## src/npic_pkg.sv

```systemverilog
// constants and states of the nested interrupt controller
// assumes one 100 MHz core clock and an apb register port of 8 address bits
`default_nettype none
package npic_pkg;
   // ---------------------------------------------------------------
   // register map
   // ---------------------------------------------------------------
   localparam logic [7:0] A_LEVEL = 8'h00;
   localparam logic [7:0] A_PRIO0 = 8'h04;
   localparam logic [7:0] A_PRIO3 = 8'h10;
   localparam logic [7:0] A_PEND = 8'h14;
   localparam logic [7:0] A_EXTCFG = 8'h18;
   localparam logic [7:0] A_STAT = 8'h1C;
   // ---------------------------------------------------------------
   // fields and reset values
   // ---------------------------------------------------------------
   localparam int CC_HI_POS = 5;
   localparam int CC_LO_POS = 3;
   localparam int CFG_TLI_FALL = 8;
   localparam int CFG_EXT_FALL = 9;
   localparam logic [1:0] LVL_MAIN = 2'h2;
   localparam logic [1:0] LVL_ONE = 2'h1;
   localparam logic [1:0] LVL_TWO = 2'h0;
   localparam logic [1:0] LVL_OFF = 2'h3;
   localparam logic [7:0] PRIO_RST = 8'hFF;
   localparam logic [3:0] PRIO3_RO = 4'hF;
   localparam logic [9:0] EXTCFG_RST = 10'h000;
   localparam logic [2:0] RANK_TOP = 3'h4;
   // ---------------------------------------------------------------
   // vector region and numbering
   // ---------------------------------------------------------------
   localparam logic [15:0] VEC_TOP = 16'hFFFE;
   localparam logic [15:0] VEC_LOW = 16'hFFE0;
   localparam logic [3:0] VN_RESET = 4'h0;
   localparam logic [3:0] VN_TRAP = 4'h1;
   localparam logic [3:0] VN_MASK0 = 4'h2;
   // ---------------------------------------------------------------
   // sequencer states
   // ---------------------------------------------------------------
   typedef enum logic [3:0] {
      ST_RST = 4'h1,
      ST_IDLE = 4'h2,
      ST_STACK = 4'h4,
      ST_PC = 4'h8
   } npic_state_e;
endpackage : npic_pkg
`default_nettype wire

```

## src/npic_top.sv

```systemverilog
// nested priority interrupt controller: latching, arbitration, core entry
// assumes core handshakes are synchronous to clk, apb master on same clock
//
// Added by the designer: the APB interface to the registers and the placing of the registers.
`default_nettype none
module npic_top #(
   parameter int NUM_GRP = 4,
   parameter int GRP_PINS = 2,
   parameter int EXT_BASE = 2,
   parameter logic [13:0] HALT_CAP = 14'h003F
) (
   input wire logic clk,
   input wire logic nrst,
   input wire logic psel,
   input wire logic penable,
   input wire logic pwrite,
   input wire logic [7:0] paddr,
   input wire logic [31:0] pwdata,
   output logic [31:0] prdata,
   output logic pready,
   output logic pslverr,
   input wire logic tli_pin,
   input wire logic [NUM_GRP*GRP_PINS-1:0] ext_pin,
   input wire logic [13:1] periph_flag,
   input wire logic [13:1] periph_en,
   input wire logic [13:1] periph_clr,
   input wire logic core_instr_end,
   input wire logic core_trap,
   input wire logic core_return_from_interrupt,
   input wire logic [1:0] core_return_from_interrupt_level,
   input wire logic core_wait,
   input wire logic core_halt,
   input wire logic core_stack_done,
   output logic irq_req,
   output logic [3:0] irq_vec,
   output logic stack_req,
   output logic pc_load,
   output logic [15:0] vec_addr,
   output logic lvl_high,
   output logic lvl_low,
   output logic wake
);
   localparam int NV = 14;
   localparam int NP = NUM_GRP * GRP_PINS;

   // ---------------------------------------------------------------
   // elaboration checks
   // ---------------------------------------------------------------
   if (EXT_BASE < 1 || EXT_BASE + NUM_GRP > NV || NP > 8 || NP < 1) begin
      $error("npic_top: external groups do not fit the vector table");
   end

   // ---------------------------------------------------------------
   // helpers
   // ---------------------------------------------------------------
   // level code to rank, main lowest, three highest
   function automatic logic [2:0] lvl_rank(input logic [1:0] code);
      case (code)
         npic_pkg::LVL_MAIN: lvl_rank = 3'h0;
         npic_pkg::LVL_ONE: lvl_rank = 3'h1;
         npic_pkg::LVL_TWO: lvl_rank = 3'h2;
         default: lvl_rank = 3'h3;
      endcase
   endfunction : lvl_rank

   // vector number to address, two bytes per vector downward
   function automatic logic [15:0] vec_of(input logic [3:0] vn);
      vec_of = npic_pkg::VEC_TOP - {11'h000, vn, 1'b0};
   endfunction : vec_of

   // field-wise merge that refuses the main level code
   function automatic logic [7:0] prio_merge(input logic [7:0] old_v,
                                             input logic [7:0] new_v);
      logic [7:0] r;
      r = old_v;
      for (int f = 0; f < 4; f++) begin
         if (new_v[2*f +: 2] != npic_pkg::LVL_MAIN) begin
            r[2*f +: 2] = new_v[2*f +: 2];
         end
      end
      prio_merge = r;
   endfunction : prio_merge

   // ---------------------------------------------------------------
   // reset release
   // ---------------------------------------------------------------
   logic [1:0] rst_sync_q;
   logic rst_n;

   // two-stage release of the asynchronous reset
   always_ff @(posedge clk or negedge nrst) begin
      if (!nrst) begin
         rst_sync_q <= 2'h0;
      end else begin
         rst_sync_q <= {rst_sync_q[0], 1'b1};
      end
   end
   assign rst_n = rst_sync_q[1];

   // ---------------------------------------------------------------
   // state declarations
   // ---------------------------------------------------------------
   npic_pkg::npic_state_e state_q;
   logic [3:0][7:0] prio_q;
   logic [1:0] level_q;
   logic [9:0] extcfg_q;
   logic [NV-1:0] edge_pend_q;
   logic [13:1] per_pend_q;
   logic [13:1] raw_q;
   logic [NP-1:0] pin_q;
   logic tli_q;
   logic trap_pend_q;
   logic [3:0] sel_q;
   logic [1:0] sel_lvl_q;
   logic [NV-1:0] req;
   logic [NV-1:0] edge_hit;
   logic [13:1] raw;
   logic win_valid;
   logic [3:0] win_idx;
   logic [2:0] cur_rank;
   logic take;
   logic accept;
   logic apb_done;
   logic apb_wr;
   logic [31:0] rd_mux;
   logic rd_err;

   // ---------------------------------------------------------------
   // apb slave
   // ---------------------------------------------------------------
   assign apb_done = psel & penable & pready;
   assign apb_wr = apb_done & pwrite & ~pslverr;

   // read mux and decode of mapped words
   always_comb begin
      rd_mux = 32'h0000_0000;
      rd_err = 1'b0;
      case (paddr)
         npic_pkg::A_LEVEL: begin
            rd_mux[npic_pkg::CC_HI_POS] = level_q[1];
            rd_mux[npic_pkg::CC_LO_POS] = level_q[0];
         end
         8'h04, 8'h08, 8'h0C, npic_pkg::A_PRIO3: begin
            rd_mux[7:0] = prio_q[paddr[3:2] - 2'h1];
         end
         npic_pkg::A_PEND: rd_mux[NV:0] = {trap_pend_q, req};
         npic_pkg::A_EXTCFG: rd_mux[9:0] = extcfg_q;
         npic_pkg::A_STAT: rd_mux[11:0] = {state_q, sel_q, win_idx};
         default: rd_err = 1'b1;
      endcase
   end

   // one wait state: answer on the second access cycle
   always_ff @(posedge clk or negedge rst_n) begin
      if (!rst_n) begin
         pready <= 1'b0;
         prdata <= 32'h0000_0000;
         pslverr <= 1'b0;
      end else begin
         pready <= psel & penable & ~pready;
         if (psel & penable & ~pready) begin
            prdata <= pwrite ? 32'h0000_0000 : rd_mux;
            pslverr <= rd_err;
         end else begin
            pslverr <= 1'b0;
         end
      end
   end

   // vector priority fields, upper half of the last word fixed
   always_ff @(posedge clk or negedge rst_n) begin
      if (!rst_n) begin
         prio_q <= {4{npic_pkg::PRIO_RST}};
      end else if (apb_wr && paddr >= npic_pkg::A_PRIO0 &&
                   paddr <= npic_pkg::A_PRIO3) begin
         prio_q[paddr[3:2] - 2'h1] <=
            prio_merge(prio_q[paddr[3:2] - 2'h1], pwdata[7:0]);
         if (paddr == npic_pkg::A_PRIO3) begin
            prio_q[3][7:4] <= npic_pkg::PRIO3_RO;
         end
      end
   end

   // pin enables and edge selects
   always_ff @(posedge clk or negedge rst_n) begin
      if (!rst_n) begin
         extcfg_q <= npic_pkg::EXTCFG_RST;
      end else if (apb_wr && paddr == npic_pkg::A_EXTCFG) begin
         extcfg_q <= pwdata[9:0];
      end
   end

   // ---------------------------------------------------------------
   // request capture
   // ---------------------------------------------------------------
   // edge detect on top pin and grouped external pins
   always_comb begin
      logic [NP-1:0] pe;
      pe = '0;
      edge_hit = '0;
      edge_hit[0] = extcfg_q[npic_pkg::CFG_TLI_FALL] ?
                    (tli_q & ~tli_pin) : (~tli_q & tli_pin);
      pe = (extcfg_q[npic_pkg::CFG_EXT_FALL] ? (pin_q & ~ext_pin) :
            (~pin_q & ext_pin)) & extcfg_q[NP-1:0];
      for (int g = 0; g < NUM_GRP; g++) begin
         edge_hit[EXT_BASE + g] = |pe[g*GRP_PINS +: GRP_PINS];
      end
   end

   // peripheral request is flag and enable together
   assign raw = periph_flag & periph_en;

   // input history for edge detection
   always_ff @(posedge clk or negedge rst_n) begin
      if (!rst_n) begin
         tli_q <= 1'b0;
         pin_q <= '0;
         raw_q <= '0;
      end else begin
         tli_q <= tli_pin;
         pin_q <= ext_pin;
         raw_q <= raw;
      end
   end

   // edge latches, cleared on entry, a new edge wins over the clear
   always_ff @(posedge clk or negedge rst_n) begin
      if (!rst_n) begin
         edge_pend_q <= '0;
      end else begin
         for (int i = 0; i < NV; i++) begin
            if (edge_hit[i]) begin
               edge_pend_q[i] <= 1'b1;
            end else if (accept && !trap_pend_q && win_idx == 4'(i)) begin
               edge_pend_q[i] <= 1'b0;
            end
         end
      end
   end

   // peripheral latches, dropped by the clear sequence or flag loss
   always_ff @(posedge clk or negedge rst_n) begin
      if (!rst_n) begin
         per_pend_q <= '0;
      end else begin
         for (int i = 1; i < NV; i++) begin
            if (raw[i] && !raw_q[i]) begin
               per_pend_q[i] <= 1'b1;
            end else if (periph_clr[i] || !raw[i]) begin
               per_pend_q[i] <= 1'b0;
            end
         end
      end
   end

   // combined request per maskable vector
   assign req = edge_pend_q | {per_pend_q & raw, 1'b0};

   // trap request held until its entry starts
   always_ff @(posedge clk or negedge rst_n) begin
      if (!rst_n) begin
         trap_pend_q <= 1'b0;
      end else if (core_trap) begin
         trap_pend_q <= 1'b1;
      end else if (accept) begin
         trap_pend_q <= 1'b0;
      end
   end

   // ---------------------------------------------------------------
   // arbitration
   // ---------------------------------------------------------------
   assign cur_rank = lvl_rank(level_q);

   // highest rank above current level, lower index wins ties
   always_comb begin
      logic [2:0] best;
      logic [2:0] rk;
      best = 3'h0;
      rk = 3'h0;
      win_valid = 1'b0;
      win_idx = 4'h0;
      for (int i = NV - 1; i >= 0; i--) begin
         rk = (i == 0) ? npic_pkg::RANK_TOP :
              lvl_rank(prio_q[i / 4][2*(i % 4) +: 2]);
         if (req[i] && (!core_halt || HALT_CAP[i]) &&
             rk > cur_rank && (!win_valid || rk >= best)) begin
            best = rk;
            win_idx = 4'(i);
            win_valid = 1'b1;
         end
      end
   end

   // trap outranks everything maskable; it is an executed instruction
   assign take = trap_pend_q | win_valid;
   assign accept = (state_q == npic_pkg::ST_IDLE) & core_instr_end & take;

   // winner presented to the core every cycle
   always_ff @(posedge clk or negedge rst_n) begin
      if (!rst_n) begin
         irq_req <= 1'b0;
         irq_vec <= npic_pkg::VN_RESET;
         wake <= 1'b0;
      end else begin
         irq_req <= take;
         irq_vec <= trap_pend_q ? npic_pkg::VN_TRAP :
                    npic_pkg::VN_MASK0 + win_idx;
         wake <= (core_wait | core_halt) & take;
      end
   end

   // ---------------------------------------------------------------
   // entry sequencer
   // ---------------------------------------------------------------
   // reset entry, then stack, level, program counter per request
   always_ff @(posedge clk or negedge rst_n) begin
      if (!rst_n) begin
         state_q <= npic_pkg::ST_RST;
         sel_q <= npic_pkg::VN_RESET;
         sel_lvl_q <= npic_pkg::LVL_OFF;
         stack_req <= 1'b0;
         pc_load <= 1'b0;
         vec_addr <= npic_pkg::VEC_TOP;
      end else begin
         pc_load <= 1'b0;
         case (state_q)
            npic_pkg::ST_RST: begin
               vec_addr <= vec_of(npic_pkg::VN_RESET);
               pc_load <= 1'b1;
               state_q <= npic_pkg::ST_IDLE;
            end
            npic_pkg::ST_IDLE: begin
               if (accept) begin
                  if (trap_pend_q) begin
                     sel_q <= npic_pkg::VN_TRAP;
                     sel_lvl_q <= npic_pkg::LVL_OFF;
                  end else begin
                     sel_q <= npic_pkg::VN_MASK0 + win_idx;
                     sel_lvl_q <= (win_idx == 4'h0) ? npic_pkg::LVL_OFF :
                        prio_q[win_idx[3:2]][{win_idx[1:0], 1'b0} +: 2];
                  end
                  stack_req <= 1'b1;
                  state_q <= npic_pkg::ST_STACK;
               end
            end
            npic_pkg::ST_STACK: begin
               if (core_stack_done) begin
                  stack_req <= 1'b0;
                  state_q <= npic_pkg::ST_PC;
               end
            end
            npic_pkg::ST_PC: begin
               vec_addr <= vec_of(sel_q);
               pc_load <= 1'b1;
               state_q <= npic_pkg::ST_IDLE;
            end
            default: begin
               stack_req <= 1'b0;
               state_q <= npic_pkg::ST_IDLE;
            end
         endcase
      end
   end

   // ---------------------------------------------------------------
   // current level
   // ---------------------------------------------------------------
   // entry load beats return, return beats a software write
   always_ff @(posedge clk or negedge rst_n) begin
      if (!rst_n) begin
         level_q <= npic_pkg::LVL_OFF;
      end else if (state_q == npic_pkg::ST_STACK && core_stack_done) begin
         level_q <= sel_lvl_q;
      end else if (core_return_from_interrupt) begin
         level_q <= core_return_from_interrupt_level;
      end else if (apb_wr && paddr == npic_pkg::A_LEVEL) begin
         level_q <= {pwdata[npic_pkg::CC_HI_POS],
                     pwdata[npic_pkg::CC_LO_POS]};
      end
   end

   // level bits seen by the core as its condition code image
   always_ff @(posedge clk or negedge rst_n) begin
      if (!rst_n) begin
         lvl_high <= 1'b1;
         lvl_low <= 1'b1;
      end else begin
         lvl_high <= level_q[1];
         lvl_low <= level_q[0];
      end
   end
endmodule : npic_top
`default_nettype wire

```

## config.mk

```make
export PLATFORM = sky130hd
export DESIGN_NAME = npic_top
export DESIGN_NICKNAME = d
export VERILOG_FILES = /design/src/npic_pkg.sv /design/src/npic_top.sv
export SDC_FILE = /design/constraint.sdc
export NUM_CORES = 1
export LEC_CHECK = 0
export BUFFER_PORTS_ARGS = -buffer_cell sky130_fd_sc_hd__buf_4
export CELL_PAD_IN_SITES_DETAIL_PLACEMENT = 1
export CELL_PAD_IN_SITES_GLOBAL_PLACEMENT = 1
export CORE_MARGIN = 5
export CORE_UTILIZATION = 39
export DETAILED_ROUTE_END_ITERATION = 8
export GPL_TIMING_DRIVEN = 0
export PLACE_DENSITY = 0.87
export SYNTH_ARGS = -nofsm -noshare
export SYNTH_HDL_FRONTEND = slang
export SYNTH_SLANG_ARGS = --single-unit
```

## constraint.sdc

```tcl
create_clock -name clk -period 4.1 [get_ports clk]
set_clock_uncertainty 0.15 [all_clocks]
set_input_delay 0 -clock clk [delete_from_list [all_inputs] [get_ports clk]]
set_output_delay 0 -clock clk [all_outputs]
set_load 0.01 [all_outputs]
```

* Yosys cells after proc, flatten, opt, wreduce, memory -nomap -nowiden *
Index checks and enable logic that the tools add are counted.

storage, ports and cells
  flip-flop bits (word level) = 157
  input port bits = 101
  output and inout port bits = 60
  word-level logic and storage cells = 463

operators by class
  $add $sub $neg = 3
  magnitude comparators = 32
  eq/ne operators = 49
  shift operators = 1
  multiplexer cells = 136
  bitwise operators = 25
  reduce and logical (&&, ||, !) cells = 174

operators by type and width
  kind                                                             number
  2-bit case mux with 3 select lines                               15
  4-bit 2-to-1 mux                                                 18
  1-bit logical AND                                                60
  1-bit 2-to-1 mux                                                 58
  3-bit 2-to-1 mux                                                 14
  1-bit logical NOT                                                41
  2-bit nonzero test                                               20
  3-bit > comparator                                               12
  3-bit >= comparator                                              11
  8-bit binary-select mux with 2-bit select                        2
  32-bit bitwise mux                                               1
  8-bit by 5-bit == test with 1-bit output, second input constant  4
  8-bit 2-to-1 mux                                                 4
  16-bit case mux with 2 select lines                              1
  2-bit by 1-bit == test with 1-bit output, second input constant  14
  2-bit == test, second input constant                             14
  2-bit logical NOT                                                14
  13-bit AND                                                       2
  1-bit logical OR                                                 26
  2-bit 2-to-1 mux                                                 13
  8-bit AND                                                        3
  8-bit demux with 2-bit select                                    1
  8-bit by 4-bit == test with 1-bit output, second input constant  2
  8-bit NOT                                                        2
  other kinds (38)                                                 68

* Longest topological paths before layout *
  word-level depth = 64
  mapped depth = 98
  mapped depth without buffers = 97

* Least setup slack after synthesis *
Ideal clock, no wire load.

  path type = flip-flop to flip-flop
  start = register level_q[1]
  end = register sel_lvl_q[0]
  setup time = 87 ps
  arrival = 16,934 ps
  required time = 3,863 ps
  setup slack = -13,071 ps
  stages on the path, launching flop included = 90
  buffers on the path = 2
  period minus slack after synthesis = 17,171 ps
  cells stage by stage = dfstp_2 inv_1 ha_1 or2_2 ha_1 a21oi_1 o211a_4 buf_6 nor2b_1 ha_1 nand2b_1 a21oi_1 a21oi_1 a21o_1 ha_1 nand2b_1 a21oi_1 o21ai_1 [54 not listed] nand2b_1 a21oi_1 a21oi_1 nand2_1 o21a_1 ha_1 inv_1 a21boi_0 nor3_1 o41ai_1 nand2_1 nand3_1 a211o_1 a211oi_4 buf_6 mux2_2 o2111ai_1 a31oi_1

between the ends
  longest elaborated chain between the ends = 62
  elaborated cells on any way between the ends = 134
  classes of those cells = order compare (27); eq/ne (2); shift (1); mux (46); bitwise (2); reduce/logical (56)

ends and longest elaborated chain
  what                                                                    line             RTL
  from (decl)                                                             npic_top.sv:105  logic [1:0] level_q;
  from (signal assigned)                                                  npic_top.sv:372  level_q <= npic_pkg::LVL_OFF;
  from (signal assigned)                                                  npic_top.sv:374  level_q <= sel_lvl_q;
  from (signal assigned)                                                  npic_top.sv:376  level_q <= core_return_from_interrupt_level;
  2-bit by 1-bit == test with 1-bit output, or another cell as far along  npic_top.sv:58   case (code)
  2-bit case mux with 3 select lines (*)                                  npic_top.sv:58
  3-bit > comparator                                                      npic_top.sv:287  rk > cur_rank && (!win_valid || rk >= best)) begin
  1-bit logical AND                                                       npic_top.sv:286  if (req[i] && (!core_halt || HALT_CAP[i]) &&
  3-bit 2-to-1 mux or 1-bit 2-to-1 mux (tied branches)                    npic_top.sv:286
  3-bit >= comparator or 1-bit logical NOT (tied branches)                npic_top.sv:287
  1-bit logical OR                                                        npic_top.sv:287
  1-bit logical AND                                                       npic_top.sv:287
  [46 not listed]                                                         -
  1-bit logical OR                                                        npic_top.sv:287
  1-bit logical AND                                                       npic_top.sv:287
  4-bit 2-to-1 mux                                                        npic_top.sv:286
  8-bit binary-select mux with 2-bit select                               npic_top.sv:341  prio_q[win_idx[3:2]][{win_idx[1:0], 1'b0} +: 2];
  8-bit 2-to-1 mux (implied by the code)                                  npic_top.sv:341
  8-bit by 4-bit indexed part select with 2-bit output                    npic_top.sv:341
  2-bit 2-to-1 mux                                                        npic_top.sv:340  sel_lvl_q <= (win_idx == 4'h0) ? npic_pkg::LVL_OFF :
  2-bit 2-to-1 mux                                                        npic_top.sv:335  if (trap_pend_q) begin
  to (signal assigned)                                                    npic_top.sv:321  sel_lvl_q <= npic_pkg::LVL_OFF;
  to (signal assigned)                                                    npic_top.sv:337  sel_lvl_q <= npic_pkg::LVL_OFF;
  to (signal assigned)                                                    npic_top.sv:340
  to (decl)                                                               npic_top.sv:114  logic [1:0] sel_lvl_q;

Mark *: on every way between the ends. The rest lies on a longest branch, timed or not. The select of a mux whose other input is x is not followed.
A chain may end at the register's enable or synchronous reset.

* Worst setup path in the final report *
Ends and elaborated chain as after synthesis.

==> key figures <==
Run status
  – Status: complete, but fails checks
  – Failing checks: negative setup slack

Global route
  – Grt ovf: 0
  – Initial antenna violation count: 1
  – First-pass GRT wire length: around 75,000 um
  – Vias in the first global route: ~11k
  – Global router's overall resource usage: approximately two fifths
  – Largest net degree at the start of global routing: just over 70

Synth
  – Post-synth top area share: 24.5%
  – Ys async rst share: 100%
  – Seq/Total Area, Yosys: roughly 37%
  – Largest cells by area after synthesis: dfrtp_1, dfstp_2, ha_1, nand2_1, o21ai_0
  – EDFF count, synth: 0
  – Cells after Synth: 926
  – Netlist cell types: 75
  – Yosys warnings: 0
  – Synth area leader: dfrtp_1
  – Predominant post-synthesis flop cell: dfrtp_1
  – Average size of a mapped cell: 9.39 um2
  – Cell Area, Synth: a little under 9000 um2
  – #FFs+latches synth: 128

Die
  – I/O Pins: 161
  – Starting density of the core: 39.7%
  – Die X: around 160 um
  – Die H: roughly 160 um
  – Die area: about 25,000 um2
  – Row count: between 50 and 60
  – Core area: 21,900 um2

Worst setup path
  – WP data arrival: approximately 19 ns
  – Critical Path Most Common Cell: a21oi_4
  – Largest stage delay on the critical path: 0.56 ns
  – Slowest stage cell on the critical path: dfstp_2
  – Crit path kind: reg2reg
  – CP max FO: 5
  – Element type at the critical path start: flop
  – Worst Path Required: ~4.3 ns
  – CP delay by family, top: compound AO/OA/AOI/OAI gates
  – Crit. End Element: flop
  – WP buf/inv: 12

Finish
  – Antenna fix cells: 0
  – NumNets Final: 1,520
  – Share of layout cells above drive strength 1: ~43%
  – Commonest cells after routing, fill and taps aside: buf_4, nand2_1, dfrtp_1
  – Finished Layout Cells: between 1.5k and 2k
  – Final Core Density: 64.4%
  – Most common cell after layout, fill and taps aside: buf_4
  – Fin area: ~14,000 um2
  – Area Overhead vs Synth: 62.0%

Placed design
  – Placed cells: between 1k and 1.5k
  – Placed Area: between 10,000 and 15,000 um2
  – Final HPWL DP: 23,300 um
  – Port bufs: around 110
  – GPL Wtd Cong: about 0.92

Detailed routing
  – DRC: 0
  – Routed WL: roughly 60,000 um
  – Routed length per instance: 36.8 um
  – Routed wl met3: ~7200 um
  – WL met2: ~26,000 um
  – Vias: 11.5k
  – DR pass1 iterations: 8
  – WL met1: ~19,000 um
  – Initial DRC count: approximately 1.5k
  – Vias/cell: 7.02
  – DR top layer: met5
  – Routed Antenna Nets: 0

STA
  – Final Hold Vio Count: 0
  – Fmax: approximately 53 MHz
  – Post-Route Setup TNS: -281.16 ns
  – Fin worst setup slack: -14.92 ns
  – Minimum clock period: 19.02 ns
  – Slew @ Worst Pin: roughly 1.3 ns
  – Final setup vio count: 24
  – Max_slew headroom: between 10% and 20%
  – Slew Limit Fails: 0
  – Unrepaired setup endpoints after global routing: true
  – Final worst-path cycle share: 464%

Clock tree
  – Clk sinks: about 130
  – Clock Pin Slew Worst Setup and Hold Paths: about 0.060 ns
  – Clock Path Buffers: 2
  – CTS root buffer: clkbuf_16
  – Clock latency on the worst-skew pair: between 0.4 and 0.5 ns
  – Cts bufs inserted: 17
  – CTS tree: yes
  – CTS H-Tree Depth: 4

Power and ir drop
  – Pwr Total: roughly 4.1 mW
  – Peak VDD IR: between 0.3 and 0.4 mV
  – PD cells: 294 nW/um2
  – LEAKAGE: 6.37 nW

Flow run
  – Number of max-cap violations: 0

Min path
  – Hold WC Path Type: in2reg
## cells by family after synthesis
kind of cell | Yosys count | share of synthesized area (%)
buf+inv | 93 | 5.64
simple gates | 304 | 16.9
flops | 128 | 37.4
compound gates | 280 | 22.6
mux | 37 | 5.64
other cells | 2 | 0.0864
fa+ha+maj | 80 | 11.5
xor+xnor | 2 | 0.201
## cells in the mapped netlist (all sizes together), types with 14 or more instances
cell	n
nor2	60
and2	19
o211ai	18
a21boi	17
nand2b	28
a21oi	49
ha	79
nor3	15
nor2b	14
dfstp	43
mux2	16
inv	41
clkbuf	17
buf	35
dfrtp	85
nand2	120
o21ai	81
## path summary, 6_finish.rpt
check,startpoint,to,slack [ns],cells past startpoint
max,level_q[1],sel_lvl_q[0],-14.92,94
max in group asynchronous,rst_sync_q[1],prio_q[16],2.62,1
min reg2reg,rst_sync_q[0],rst_sync_q[1],0.25,0
min in group asynchronous,rst_sync_q[1],prdata[13],0.28,0
max reg2reg,level_q[1],sel_lvl_q[0],-14.92,94
min,ext_pin[2],pin_q[2],0.09,2
## through the flow
step	setup WS, ns	hold WS [ns]
5_1_grt	-15.16	0.0722
3_3_place_gp	-13.29	-0.367
4_1_cts	-12.66	0.00990
6_report	-14.92	0.0852
2_1_floorplan	-11.61	-0.446
3_5_place_dp	-13.67	-0.367
## where the power goes
group	leakage (nW)	total, mW	switching [mW]	internal [mW]
Combinational	4.55	1.13	0.626	0.500
Sequential	1.55	1.39	0.0696	1.32
Clock	0.275	1.63	0.697	0.930
## sequential cells by signal (all words and copies together), names as in the netlist, 2 cells and up
| signal | flops |
|---|---|
| extcfg_q | 10 |
| prdata | 15 |
| sel_q | 4 |
| vec_addr | 4 |
| sel_lvl_q | 2 |
| prio_q | 32 |
| pin_q | 8 |
| raw_q | 13 |
| level_q | 2 |
| rst_sync_q | 2 |
| irq_vec | 4 |
| edge_pend_q | 5 |
| state_q | 4 |
| per_pend_q | 13 |
## worst register-to-register path: cells and delay by family, from the launching register on
| kind | cells | cell delay (ns) |
|---|---|---|
| fa+ha+maj | 14 | 3.72 |
| buf+inv | 12 | 1.54 |
| flops | 1 | 0.56 |
| compound gates | 41 | 7.85 |
| mux | 6 | 1.71 |
| simple gates | 21 | 3.40 |
## repair_timing
action	4_1_cts	5_1_grt
setup endpoints to repair	24	24
cloned	1	0
hold buffers	73	0
endpoints found under the hold margin	100	0
gates resized for setup	122	102
pin swaps	75	77
buffers inserted	150	71
## cell type report
class                   count  area, um2
multi-input cells         734       6090
well taps                 280        350
clock inverters            12        134
inverters                  41        169
clock buffers              20        457
fillers                  2314       7800
flip-flops and latches    128       3260
repair buffers            367       3290
plain buffers              51        332
## routing by layer
layer | track usage (%) | up-vias
li1 | - | 4148
met1 | 41.8 | 5458
met2 | 63.1 | 1252
met3 | 11.0 | 601
met4 | 27.4 | 6
met5 | 0 | -
(Power assumes the default switching activity.)
